$ cat src/frp_pkg.sv
/*
 * Shared constants and carriers for the flash function and read-parameter registers.
 * Assumes a single system clock of 50 MHz; SPI pins are sampled on that clock.
 */
package frp_pkg;

    // ==========================================================
    // Instruction opcodes
    localparam logic [7:0] OP_WRITE_ENABLE = 8'h06;
    localparam logic [7:0] OP_WRITE_DISABLE = 8'h04;
    localparam logic [7:0] OP_WRITE_FUNCTION = 8'h42;
    localparam logic [7:0] OP_READ_FUNCTION = 8'h48;
    localparam logic [7:0] OP_SET_READ_PARAMS = 8'hC0;
    localparam logic [7:0] OP_NORMAL_READ = 8'h03;
    localparam logic [7:0] OP_FAST_READ = 8'h0B;
    localparam logic [7:0] OP_DUAL_OUT_READ = 8'h3B;
    localparam logic [7:0] OP_QUAD_OUT_READ = 8'h6B;
    localparam logic [7:0] OP_QUAD_IO_READ = 8'hEB;
    localparam logic [7:0] OP_DTR_FAST_READ = 8'h0D;
    localparam logic [7:0] OP_DUAL_IO_READ = 8'hBB;
    localparam logic [7:0] OP_DUAL_IO_DTR_READ = 8'hBD;
    localparam logic [7:0] OP_QUAD_IO_DTR_READ = 8'hED;
    localparam logic [7:0] OP_READ_UNIQUE_ID = 8'h4B;
    localparam logic [7:0] OP_READ_DISC_PARAMS = 8'h5A;
    localparam logic [7:0] OP_INFO_ROW_READ = 8'h68;

    // ==========================================================
    // Register layouts and reset values
    typedef struct packed {
        logic [3:0] info_row_lock;
        logic erase_suspended_flag;
        logic program_suspended_flag;
        logic top_bottom_select;
        logic reserved;
    } frp_func_s;

    typedef struct packed {
        logic [2:0] drive_strength;
        logic [1:0] dummy_sel;
        logic wrap_enable;
        logic [1:0] burst_len;
    } frp_rdpar_s;

    localparam logic [7:0] FUNC_RESET = 8'h00;
    localparam logic [7:0] RDPAR_RESET = 8'hE0;
    localparam logic [7:0] FUNC_OTP_MASK = 8'hF2;
    localparam int FUNC_TBS_POS = 1;
    localparam int FUNC_LOCK_POS = 4;

    // ==========================================================
    // Dummy cycle counts; the four tables are indexed by the dummy-cycle setting
    localparam logic [3:0] DUMMY_NONE = 4'h0;
    localparam logic [3:0] DUMMY_SPI_FAST = 4'h8;
    localparam logic [3:0] DUMMY_SPI_DTR = 4'h4;
    localparam logic [3:0] DUMMY_QUAD [0:3] = '{4'h6, 4'h4, 4'h8, 4'hA};
    localparam logic [3:0] DUMMY_QUAD_DTR [0:3] = '{4'h3, 4'h2, 4'h4, 4'h5};
    localparam logic [3:0] DUMMY_DUAL_IO [0:3] = '{4'h4, 4'h4, 4'h8, 4'h8};
    localparam logic [3:0] DUMMY_DUAL_DTR [0:3] = '{4'h2, 4'h2, 4'h4, 4'h4};

    // ==========================================================
    // Drive strength in tenths of a percent, indexed by code
    localparam logic [9:0] DRIVE_TENTHS [0:7] = '{10'h000, 10'h07D, 10'h0FA, 10'h177,
                                                 10'h000, 10'h2EE, 10'h3E8, 10'h1F4};
    localparam logic [6:0] BURST_BASE = 7'h08;

endpackage : frp_pkg

$ cat src/frp_regs.sv
/*
 * Function register and read-parameter register of a serial flash, with their
 * SPI instructions, protection checks and read timing decode.
 * Assumes SPI mode 0 on the pins; core suspend, resume and request inputs are on clk.
 */
// Function
// - 8-bit function register: reserved, top/bottom, suspend flags, four row locks.
// - Top/bottom select and row locks are one-time programmable, back to zero only on reset.
// - Protection area counts from the top when select is zero, bottom when one.
// - Program suspend flag sets on suspend during program, clears on resume.
// - Erase suspend flag sets on suspend during erase, clears on resume.
// - Programming information row n is refused while its lock bit is one.
// - Volatile read-parameter register: drive, dummy, wrap, burst; resets to E0h.
// - Opcode C0h plus one data byte loads the whole read-parameter register.
// - Burst length codes 00..11 give 8, 16, 32, 64 bytes.
// - Wrap disabled reads run the whole array; enabled wraps at burst boundary.
// - Normal read uses no dummy; single-line fast, dual, quad output use eight.
// - Quad I/O and quad-mode fast read use 6, 4, 8, 10 by setting.
// - Dual I/O reads and DTR reads use their own per-setting tables; single-line DTR fast read uses four.
// - Dummy counts include the mode-bit cycles, nothing added on top.
// - Unique-ID, discoverable-parameter and row reads use the fast read count.
// - Drive codes map to 12.5, 25, 37.5, 75, 100, 50 percent; two reserved.
// - Program or erase inside the protected block area is refused.
`timescale 1ns/1ps
module frp_regs #(
    parameter int BLOCK_COUNT = 128,
    parameter int BLOCK_BITS = 7
) (
    // Clock and reset
    input wire logic clk,
    input wire logic arst_n,
    // SPI pins
    input wire logic sck,
    input wire logic cs_n,
    input wire logic si,
    output logic so,
    output logic so_oe_n,
    // Core operation status
    input wire logic program_active,
    input wire logic erase_active,
    input wire logic suspend_pulse,
    input wire logic resume_pulse,
    // Protection checks
    input wire logic [3:0] block_protect,
    input wire logic [BLOCK_BITS-1:0] target_block,
    input wire logic prog_erase_req,
    output logic prog_erase_allowed,
    input wire logic info_row_req,
    input wire logic [1:0] info_row_sel,
    output logic info_row_allowed,
    // Read timing query
    input wire logic [7:0] read_opcode,
    input wire logic quad_command_mode,
    output logic [3:0] dummy_cycles,
    // Register views
    output frp_pkg::frp_func_s func_reg,
    output frp_pkg::frp_rdpar_s rdpar_reg,
    output logic wrap_enabled,
    output logic [6:0] burst_bytes,
    output logic [9:0] drive_tenths,
    output logic drive_reserved
);
    import frp_pkg::*;

    if (BLOCK_COUNT != (1 << BLOCK_BITS) || BLOCK_BITS < 6) begin : g_chk
        $error("BLOCK_COUNT must be a power of two of at least 64 matching BLOCK_BITS");
    end

    typedef enum {ST_IDLE, ST_DATA_FUNC, ST_DATA_RDPAR, ST_READOUT, ST_IGNORE} frp_state_e;

    // Number of protected blocks for a protect code
    function automatic logic [BLOCK_BITS:0] protect_count(input logic [3:0] bp);
        if (bp[3]) return BLOCK_COUNT[BLOCK_BITS:0];
        if (bp == 4'h0) return '0;
        return (BLOCK_BITS+1)'(1) << (bp[2:0] - 3'h1);
    endfunction : protect_count

    logic rise, fall, frame_end, byte_valid;
    logic [7:0] rx_byte;
    logic [3:0] lut_dummy;

    frp_spi_rx u_rx (
        .clk(clk),
        .arst_n(arst_n),
        .sck(sck),
        .cs_n(cs_n),
        .si(si),
        .rise(rise),
        .fall(fall),
        .frame_end(frame_end),
        .byte_valid(byte_valid),
        .rx_byte(rx_byte)
    );

    frp_dummy_lut u_lut (
        .opcode(read_opcode),
        .quad_command_mode(quad_command_mode),
        .dummy_sel(rdpar_reg.dummy_sel),
        .dummy_cycles(lut_dummy)
    );

    // ==========================================================
    // Instruction decoding and register state
    frp_state_e state_q, state_d;
    frp_func_s func_q, func_d;
    frp_rdpar_s rdpar_q, rdpar_d;
    logic [7:0] data_q, data_d;
    logic [7:0] opcode_q, opcode_d;
    logic data_seen_q, data_seen_d;
    logic extra_q, extra_d;
    logic wel_q, wel_d;
    logic [7:0] shift_q, shift_d;
    logic so_q, so_d, oe_n_q, oe_n_d;
    logic commit_func, commit_rdpar;

    // A write lands only when exactly one data byte came before select rose
    assign commit_func = frame_end && state_q == ST_DATA_FUNC && data_seen_q && !extra_q;
    assign commit_rdpar = frame_end && state_q == ST_DATA_RDPAR && data_seen_q && !extra_q;

    // Next state of the command engine and both registers
    always_comb begin
        state_d = state_q;
        func_d = func_q;
        rdpar_d = rdpar_q;
        data_d = data_q;
        opcode_d = opcode_q;
        data_seen_d = data_seen_q;
        extra_d = extra_q;
        wel_d = wel_q;
        shift_d = shift_q;
        so_d = so_q;
        oe_n_d = oe_n_q;
        case (state_q)
            ST_IDLE: begin
                if (byte_valid) begin
                    opcode_d = rx_byte;
                    data_seen_d = 1'b0;
                    extra_d = 1'b0;
                    case (rx_byte)
                        OP_WRITE_FUNCTION: state_d = wel_q ? ST_DATA_FUNC : ST_IGNORE;
                        OP_SET_READ_PARAMS: state_d = ST_DATA_RDPAR;
                        OP_READ_FUNCTION: begin
                            state_d = ST_READOUT;
                            shift_d = func_q;
                        end
                        default: state_d = ST_IGNORE;
                    endcase
                end
            end
            ST_DATA_FUNC, ST_DATA_RDPAR: begin
                if (byte_valid) begin
                    data_d = rx_byte;
                    extra_d = data_seen_q;
                    data_seen_d = 1'b1;
                end
            end
            ST_READOUT: begin
                if (fall) begin
                    so_d = shift_q[7];
                    oe_n_d = 1'b0;
                    shift_d = {shift_q[6:0], shift_q[7]};
                end
            end
            ST_IGNORE: state_d = ST_IGNORE;
            default: state_d = ST_IDLE;
        endcase
        if (frame_end) begin
            state_d = ST_IDLE;
            oe_n_d = 1'b1;
            if (state_q == ST_IGNORE && opcode_q == OP_WRITE_ENABLE) wel_d = 1'b1;
            if (state_q == ST_IGNORE && opcode_q == OP_WRITE_DISABLE) wel_d = 1'b0;
        end
        // OTP bits can only go up; reserved and suspend bits ignore writes
        if (commit_func) begin
            func_d = func_q | (data_q & FUNC_OTP_MASK);
            wel_d = 1'b0;
        end
        if (commit_rdpar) rdpar_d = data_q;
        // Suspend flags: a suspend in the same cycle as a resume wins
        if (resume_pulse) begin
            func_d.program_suspended_flag = 1'b0;
            func_d.erase_suspended_flag = 1'b0;
        end
        if (suspend_pulse && program_active) func_d.program_suspended_flag = 1'b1;
        if (suspend_pulse && erase_active) func_d.erase_suspended_flag = 1'b1;
        func_d.reserved = 1'b0;
    end

    // Command engine registers
    always_ff @(posedge clk or negedge arst_n) begin
        if (!arst_n) begin
            state_q <= ST_IDLE;
            func_q <= FUNC_RESET;
            rdpar_q <= RDPAR_RESET;
            data_q <= 8'h00;
            opcode_q <= 8'h00;
            data_seen_q <= 1'b0;
            extra_q <= 1'b0;
            wel_q <= 1'b0;
            shift_q <= 8'h00;
            so_q <= 1'b0;
            oe_n_q <= 1'b1;
        end else begin
            state_q <= state_d;
            func_q <= func_d;
            rdpar_q <= rdpar_d;
            data_q <= data_d;
            opcode_q <= opcode_d;
            data_seen_q <= data_seen_d;
            extra_q <= extra_d;
            wel_q <= wel_d;
            shift_q <= shift_d;
            so_q <= so_d;
            oe_n_q <= oe_n_d;
        end
    end

    // ==========================================================
    // Registered decode outputs
    logic pe_ok_q, pe_ok_d, ir_ok_q, ir_ok_d;
    logic [3:0] dummy_q, dummy_d;
    logic wrap_q, wrap_d, drv_res_q, drv_res_d;
    logic [6:0] burst_q, burst_d;
    logic [9:0] drive_q, drive_d;
    logic [BLOCK_BITS:0] prot_n;

    // Protection, lock, burst, drive and dummy decode
    always_comb begin
        prot_n = protect_count(block_protect);
        if (func_q.top_bottom_select) begin
            pe_ok_d = {1'b0, target_block} >= prot_n;
        end else begin
            pe_ok_d = {1'b0, target_block} < (BLOCK_COUNT[BLOCK_BITS:0] - prot_n);
        end
        pe_ok_d = prog_erase_req && pe_ok_d;
        ir_ok_d = info_row_req && !func_q.info_row_lock[info_row_sel];
        wrap_d = rdpar_q.wrap_enable;
        burst_d = BURST_BASE << rdpar_q.burst_len;
        drive_d = DRIVE_TENTHS[rdpar_q.drive_strength];
        drv_res_d = rdpar_q.drive_strength[1:0] == 2'h0;
        dummy_d = lut_dummy;
    end

    // Decode registers
    always_ff @(posedge clk or negedge arst_n) begin
        if (!arst_n) begin
            pe_ok_q <= 1'b0;
            ir_ok_q <= 1'b0;
            dummy_q <= 4'h0;
            wrap_q <= 1'b0;
            burst_q <= BURST_BASE;
            drive_q <= DRIVE_TENTHS[7];
            drv_res_q <= 1'b0;
        end else begin
            pe_ok_q <= pe_ok_d;
            ir_ok_q <= ir_ok_d;
            dummy_q <= dummy_d;
            wrap_q <= wrap_d;
            burst_q <= burst_d;
            drive_q <= drive_d;
            drv_res_q <= drv_res_d;
        end
    end

    assign so = so_q;
    assign so_oe_n = oe_n_q;
    assign func_reg = func_q;
    assign rdpar_reg = rdpar_q;
    assign prog_erase_allowed = pe_ok_q;
    assign info_row_allowed = ir_ok_q;
    assign dummy_cycles = dummy_q;
    assign wrap_enabled = wrap_q;
    assign burst_bytes = burst_q;
    assign drive_tenths = drive_q;
    assign drive_reserved = drv_res_q;
endmodule : frp_regs

$ cat src/frp_spi_rx.sv
/*
 * SPI mode 0 receiver: synchronises the pins, finds clock and select edges, shifts bytes.
 * Assumes the serial clock is several system clocks long in each phase.
 */
`timescale 1ns/1ps
module frp_spi_rx (
    // Clock and reset
    input wire logic clk,
    input wire logic arst_n,
    // Pins
    input wire logic sck,
    input wire logic cs_n,
    input wire logic si,
    // Events
    output logic rise,
    output logic fall,
    output logic frame_end,
    output logic byte_valid,
    output logic [7:0] rx_byte
);
    import frp_pkg::*;

    logic [2:0] sync1_q, sync1_d, sync2_q, sync2_d;
    logic [1:0] prev_q, prev_d;
    logic [2:0] cnt_q, cnt_d;
    logic [6:0] shreg_q, shreg_d;
    logic [7:0] byte_q, byte_d;
    logic bv_q, bv_d;

    // ==========================================================
    // Edge detection on the second synchroniser stage
    assign rise = !sync2_q[0] && sync2_q[1] && !prev_q[0];
    assign fall = !sync2_q[0] && !sync2_q[1] && prev_q[0];
    assign frame_end = sync2_q[0] && !prev_q[1];
    assign byte_valid = bv_q;
    assign rx_byte = byte_q;

    // Next values of sync, counter and shifter
    always_comb begin
        sync1_d = {si, sck, cs_n};
        sync2_d = sync1_q;
        prev_d = {sync2_q[0], sync2_q[1]};
        cnt_d = cnt_q;
        shreg_d = shreg_q;
        byte_d = byte_q;
        bv_d = 1'b0;
        if (sync2_q[0]) begin
            cnt_d = 3'h0;
        end else if (rise) begin
            cnt_d = cnt_q + 3'h1;
            shreg_d = {shreg_q[5:0], sync2_q[2]};
            if (cnt_q == 3'h7) begin
                byte_d = {shreg_q, sync2_q[2]};
                bv_d = 1'b1;
            end
        end
    end

    // Registers
    always_ff @(posedge clk or negedge arst_n) begin
        if (!arst_n) begin
            sync1_q <= 3'h1;
            sync2_q <= 3'h1;
            prev_q <= 2'h2;
            cnt_q <= 3'h0;
            shreg_q <= 7'h00;
            byte_q <= 8'h00;
            bv_q <= 1'b0;
        end else begin
            sync1_q <= sync1_d;
            sync2_q <= sync2_d;
            prev_q <= prev_d;
            cnt_q <= cnt_d;
            shreg_q <= shreg_d;
            byte_q <= byte_d;
            bv_q <= bv_d;
        end
    end

endmodule : frp_spi_rx

$ cat src/frp_dummy_lut.sv
/*
 * Dummy cycle lookup for every read opcode, mode-bit cycles included in the count.
 * Assumes the caller registers the result.
 */
`timescale 1ns/1ps
module frp_dummy_lut (
    // Query
    input wire logic [7:0] opcode,
    input wire logic quad_command_mode,
    input wire logic [1:0] dummy_sel,
    // Result
    output logic [3:0] dummy_cycles
);
    import frp_pkg::*;

    // ==========================================================
    // Table select; counts already cover the mode-bit byte
    always_comb begin
        case (opcode)
            OP_NORMAL_READ: dummy_cycles = DUMMY_NONE;
            OP_FAST_READ, OP_READ_UNIQUE_ID, OP_READ_DISC_PARAMS, OP_INFO_ROW_READ: begin
                dummy_cycles = quad_command_mode ? DUMMY_QUAD[dummy_sel]
                                                 : DUMMY_SPI_FAST;
            end
            OP_DUAL_OUT_READ, OP_QUAD_OUT_READ: dummy_cycles = DUMMY_SPI_FAST;
            OP_QUAD_IO_READ: dummy_cycles = DUMMY_QUAD[dummy_sel];
            OP_DTR_FAST_READ: begin
                dummy_cycles = quad_command_mode ? DUMMY_QUAD_DTR[dummy_sel]
                                                 : DUMMY_SPI_DTR;
            end
            OP_QUAD_IO_DTR_READ: dummy_cycles = DUMMY_QUAD_DTR[dummy_sel];
            OP_DUAL_IO_READ: dummy_cycles = DUMMY_DUAL_IO[dummy_sel];
            OP_DUAL_IO_DTR_READ: dummy_cycles = DUMMY_DUAL_DTR[dummy_sel];
            default: dummy_cycles = DUMMY_NONE;
        endcase
    end

endmodule : frp_dummy_lut

$ cat config.mk
export PLATFORM = sky130hd
export DESIGN_NAME = frp_regs
export DESIGN_NICKNAME = d
export VERILOG_FILES = /design/src/frp_pkg.sv /design/src/frp_regs.sv /design/src/frp_spi_rx.sv /design/src/frp_dummy_lut.sv
export SDC_FILE = /design/constraint.sdc
export NUM_CORES = 1
export LEC_CHECK = 0
export BUFFER_PORTS_ARGS = -buffer_cell sky130_fd_sc_hd__clkbuf_2
export CAP_MARGIN = 30
export CELL_PAD_IN_SITES_DETAIL_PLACEMENT = 0
export CELL_PAD_IN_SITES_GLOBAL_PLACEMENT = 1
export CORE_UTILIZATION = 45
export DETAILED_ROUTE_END_ITERATION = 12
export GPL_TIMING_DRIVEN = 0
export PLACE_DENSITY = 0.8
export SETUP_SLACK_MARGIN = 0.1
export SLEW_MARGIN = 25
export SYNTH_ARGS = -nofsm -noshare
export SYNTH_HDL_FRONTEND = slang
export SYNTH_HIERARCHICAL = 1
export SYNTH_SLANG_ARGS = --single-unit
$ cat constraint.sdc
create_clock -name clk -period 2.5 [get_ports clk]
set_clock_uncertainty 0.2 [all_clocks]
set_input_delay 0.125 -clock clk [delete_from_list [all_inputs] [get_ports clk]]
set_output_delay 0.125 -clock clk [all_outputs]
set_load 0.02 [all_outputs]
==> reports/metrics.cfg <==
[route]
vias_per_cell = 4.99
num_vias = 3118
met2_length_um = 3980
wl_met1_um = 4020
drc = 0
highest_layer = met4
drt-initial-drc-count = 118
routed_wl_um = 8460
wl_met3_um = 325
first_pass_iters = 4
wl_per_cell_um = 13.5
antenna_left = 0

[pwr]
power_switching_mw = 0.674
intPower_mw = 2.25
power.share.sequential_pct = 56.1
peakVddDrop_v = 0.000379
p_sw_share_pct = 23.1
power.density_nw_per_um2 = 534
leakagePower_nw = 2.69
combPwrFrac_pct = 9.1
pwr-share-clk_pct = 34.8

[clock_network]
cts_buffer_depth = 2
path_clk_slew_ns = 0.09
htree_num_levels = 3
cts_setup_buffers = 0
clk-insertion-delay-late_ns = 0.35
cts_buffers = 9
cts-root-buf = clkbuf_8
cts_tree = built
cts_sinks = 95

[synthesis]
netlist_area_um2 = 4510
synth_area_per_cell_um2 = 11.8
synth-seq-cells = 95
synthFlopType = dfrtp_1
yosysSeqAreaShare_pct = 53.0
synth_edf_count = 0
async_reset_ff_share_pct = 100
syn_inst = 384
synthDistinctLibCells = 57
yosys_warnings = 6

[layout]
layout.nets = 539
area_growth_pct = 21.4
fillers = 876
layout-drive-gt1-share_pct = 34.1
diodes = 0
multi_input_area_um2 = 1940
regArea_um2 = 2390
largest_reg_flops = 9

[sta]
hold_ws_ns = 0.0249
worst_slew_pin_slew_ns = 0.521
setup_viol = 0
setup_tns_ns = 0
max_freq_mhz = 434
fin_crit_sh_pct = 92.1
slew_headroom_pct = 65.1
slew_viol_final = 0
grt_setup_unrepaired = no
finalHoldViolCount = 0
period_needed_ns = 2.30

[floorplanning]
die-area_um2 = 10400
fp.dieW_um = 102
start_util_pct = 46.4
core_area_um2 = 9730
io_pins = 76
die_h_um = 102
rows = 36

[grt]
antenna_found_initial = 0
grt_max_degree = 58
gr-total-overflow = 0
track_usage_pct = 17.1
grt_pass1_vias = 2988
grt_pass1_wl_um = 13900

[setup_path]
crit_chain = dlygate4sd3_1 -> buf_6 -> or3b_4 -> a2111oi_4 -> a311oi_1 -> o22ai_1 -> dlygate4sd3_1
start_kind = input pin
end_kind = register
cp_slowest_cell = dlygate4sd3_1
cp_top_family = buffers and inverters
worstSetupPathType = in -> reg
crit_buf_inv = 3
cp_slowest_stage_delay_ns = 0.56
crit_required_ns = 2.60
path_max_fanout = 9
cpMostUsedCell = dlygate4sd3_1
cp.arrival_ns = 2.40

[worst_hold_path]
hp-class = in -> reg

[job]
max-cap-violations = 0

[placed_design]
portBuffers = 68
place.detailed.hpwl_um = 6010
gp_congestion = 0.854

[status]
outcome = complete, no violations

==> tightest hold or removal path, cell delays in order <==
cell and delay [ns]:
clkbuf_2 0.09, nand4b_1 0.13, o21bai_1 0.12, o21ai_1 0.06
==> final timing paths <==
| path | slack [ns] | depth (start not counted) | start | to |
|---|---|---|---|---|
| max in group asynchronous | 1.42 | 3 | arst_n | u_rx/prev_q[1] |
| worst min-delay path | 0.02 | 4 | read_opcode[2] | dummy_cycles[1] |
| worst max register to register | 0.30 | 5 | u_rx/sync2_q[0] | wrap_d |
| min in group asynchronous | 0.05 | 2 | arst_n | drive_tenths[3] |
| worst max-delay path | 0.20 | 7 | read_opcode[4] | dummy_cycles[2] |
| worst min register to register | 0.15 | 0 | u_rx/sync1_q[2] | u_rx/sync2_q[2] |
==> logic make-up (layout without fill, tap and decap cells) <==
| group | count (synthesis) | after routing | synth area share (%) |
|---|---|---|---|
| adder cells (fa/ha/maj) | 19 | 19 | 5.27 |
| buffers and inverters | 33 | 138 | 4.35 |
| AND/OR/NAND/NOR | 122 | 122 | 14.3 |
| multiplexers | 44 | 44 | 12.5 |
| AO/OA/AOI/OAI | 64 | 64 | 9.37 |
| XOR/XNOR | 6 | 6 | 1.16 |
| flip-flops | 95 | 95 | 53.0 |
| other | 1 | 4 | 0.0831 |
==> power by group through the flow <==
stage               Clock, mW  Combinational (mW)  Sequential [mW]
detailed placement          0               0.246             1.67
finish                   1.02               0.266             1.64
floorplan                   0               0.139             1.67
global route             1.11               0.302             1.65
global placement            0               0.232             1.67
CTS                      1.05               0.269             1.64
==> routing by layer <==
layer  vias up  GRT usage [%]
met5         -              0
met4         0           5.71
met3         9           4.10
met2        64           27.7
met1      1500           22.8
li1       1545              -
==> synthesized netlist by cell type, types with 2 or more instances <==
cell type  instances  area (um^2)
mux2i_1            3         30.0
a21oi_1            9         45.0
nor3_1             8         40.0
o21ai_0           20          100
dfrtp_1           82         2050
or2b_2             3         26.3
o21bai_1           2         15.0
mux2_2            24          270
buf_4              7         52.6
a211oi_1           2         15.0
nor3b_1            2         15.0
a31oi_1           10         62.6
nor4_1             6         37.5
a311oi_1           2         17.5
nand3b_1           2         15.0
inv_1             13         48.8
xor2_1             3         26.3
and2_1             5         31.3
nor2_1            26         97.6
nand4b_1           5         43.8
nor2b_1            8         50.1
xnor2_1            3         26.3
buf_2              4         20.0
nand3_1            5         25.0
mux2_4            16          240
dfstp_2           13          342
o22ai_1            2         12.5
nand2b_1           5         31.3
a21o_1             6         45.0
clkbuf_1           4         15.0
ha_1              19          238
buf_6              4         45.0
nand2_1           37          139
==> through the flow <==
step	total power, mW	instances	utilization [%]	setup WS (ns)	cell area [um^2]
global route	3.06	625	56.3	0.124	5480
global placement	1.90	588	51.7	0.0107	5030
CTS	2.96	625	56.2	0.193	5470
finish	2.92	625	56.3	0.196	5480
detailed placement	1.91	589	52.1	0.0468	5070
floorplan	1.80	387	-	0.312	4520
==> cell usage in the layout, fill, tap and decap left out, drive strengths merged, types with 3 or more instances in the layout <==
cell type and count:
clkbuf 85, dfrtp 82, mux2 40, nand2 37, nor2 26, o21ai 21
dlygate4sd3 20, ha 19, buf 17, inv 13, dfstp 13, a31oi 10
a21oi 10, nor3 8, nor2b 8, a21o 7, nor4 7, and2 6
nand3 5, nand2b 5, nand4b 5, conb 4, mux2i 3, xnor2 3
xor2 3, or2b 3, nor3b 3, or3b 3
==> final cells by class <==
type                            count  area share, %
Timing Repair Buffer               89           10.5
Multi-Input combinational cell    259           35.4
Clock buffer                       13           2.90
Sequential cell                    95           43.7
Inverter                           13          0.891
Tap cell                          133           3.04
Buffer                             20           2.72
Clock inverter                      3          0.777
==> repair_timing <==
action,CTS,global route
gates resized for setup,1,3
pin swaps,0,0
hold endpoints to repair,100,0
hold buffers,20,0
endpoints found under the setup margin,8,7
Note: power is estimated with default switching activity, not from simulation.
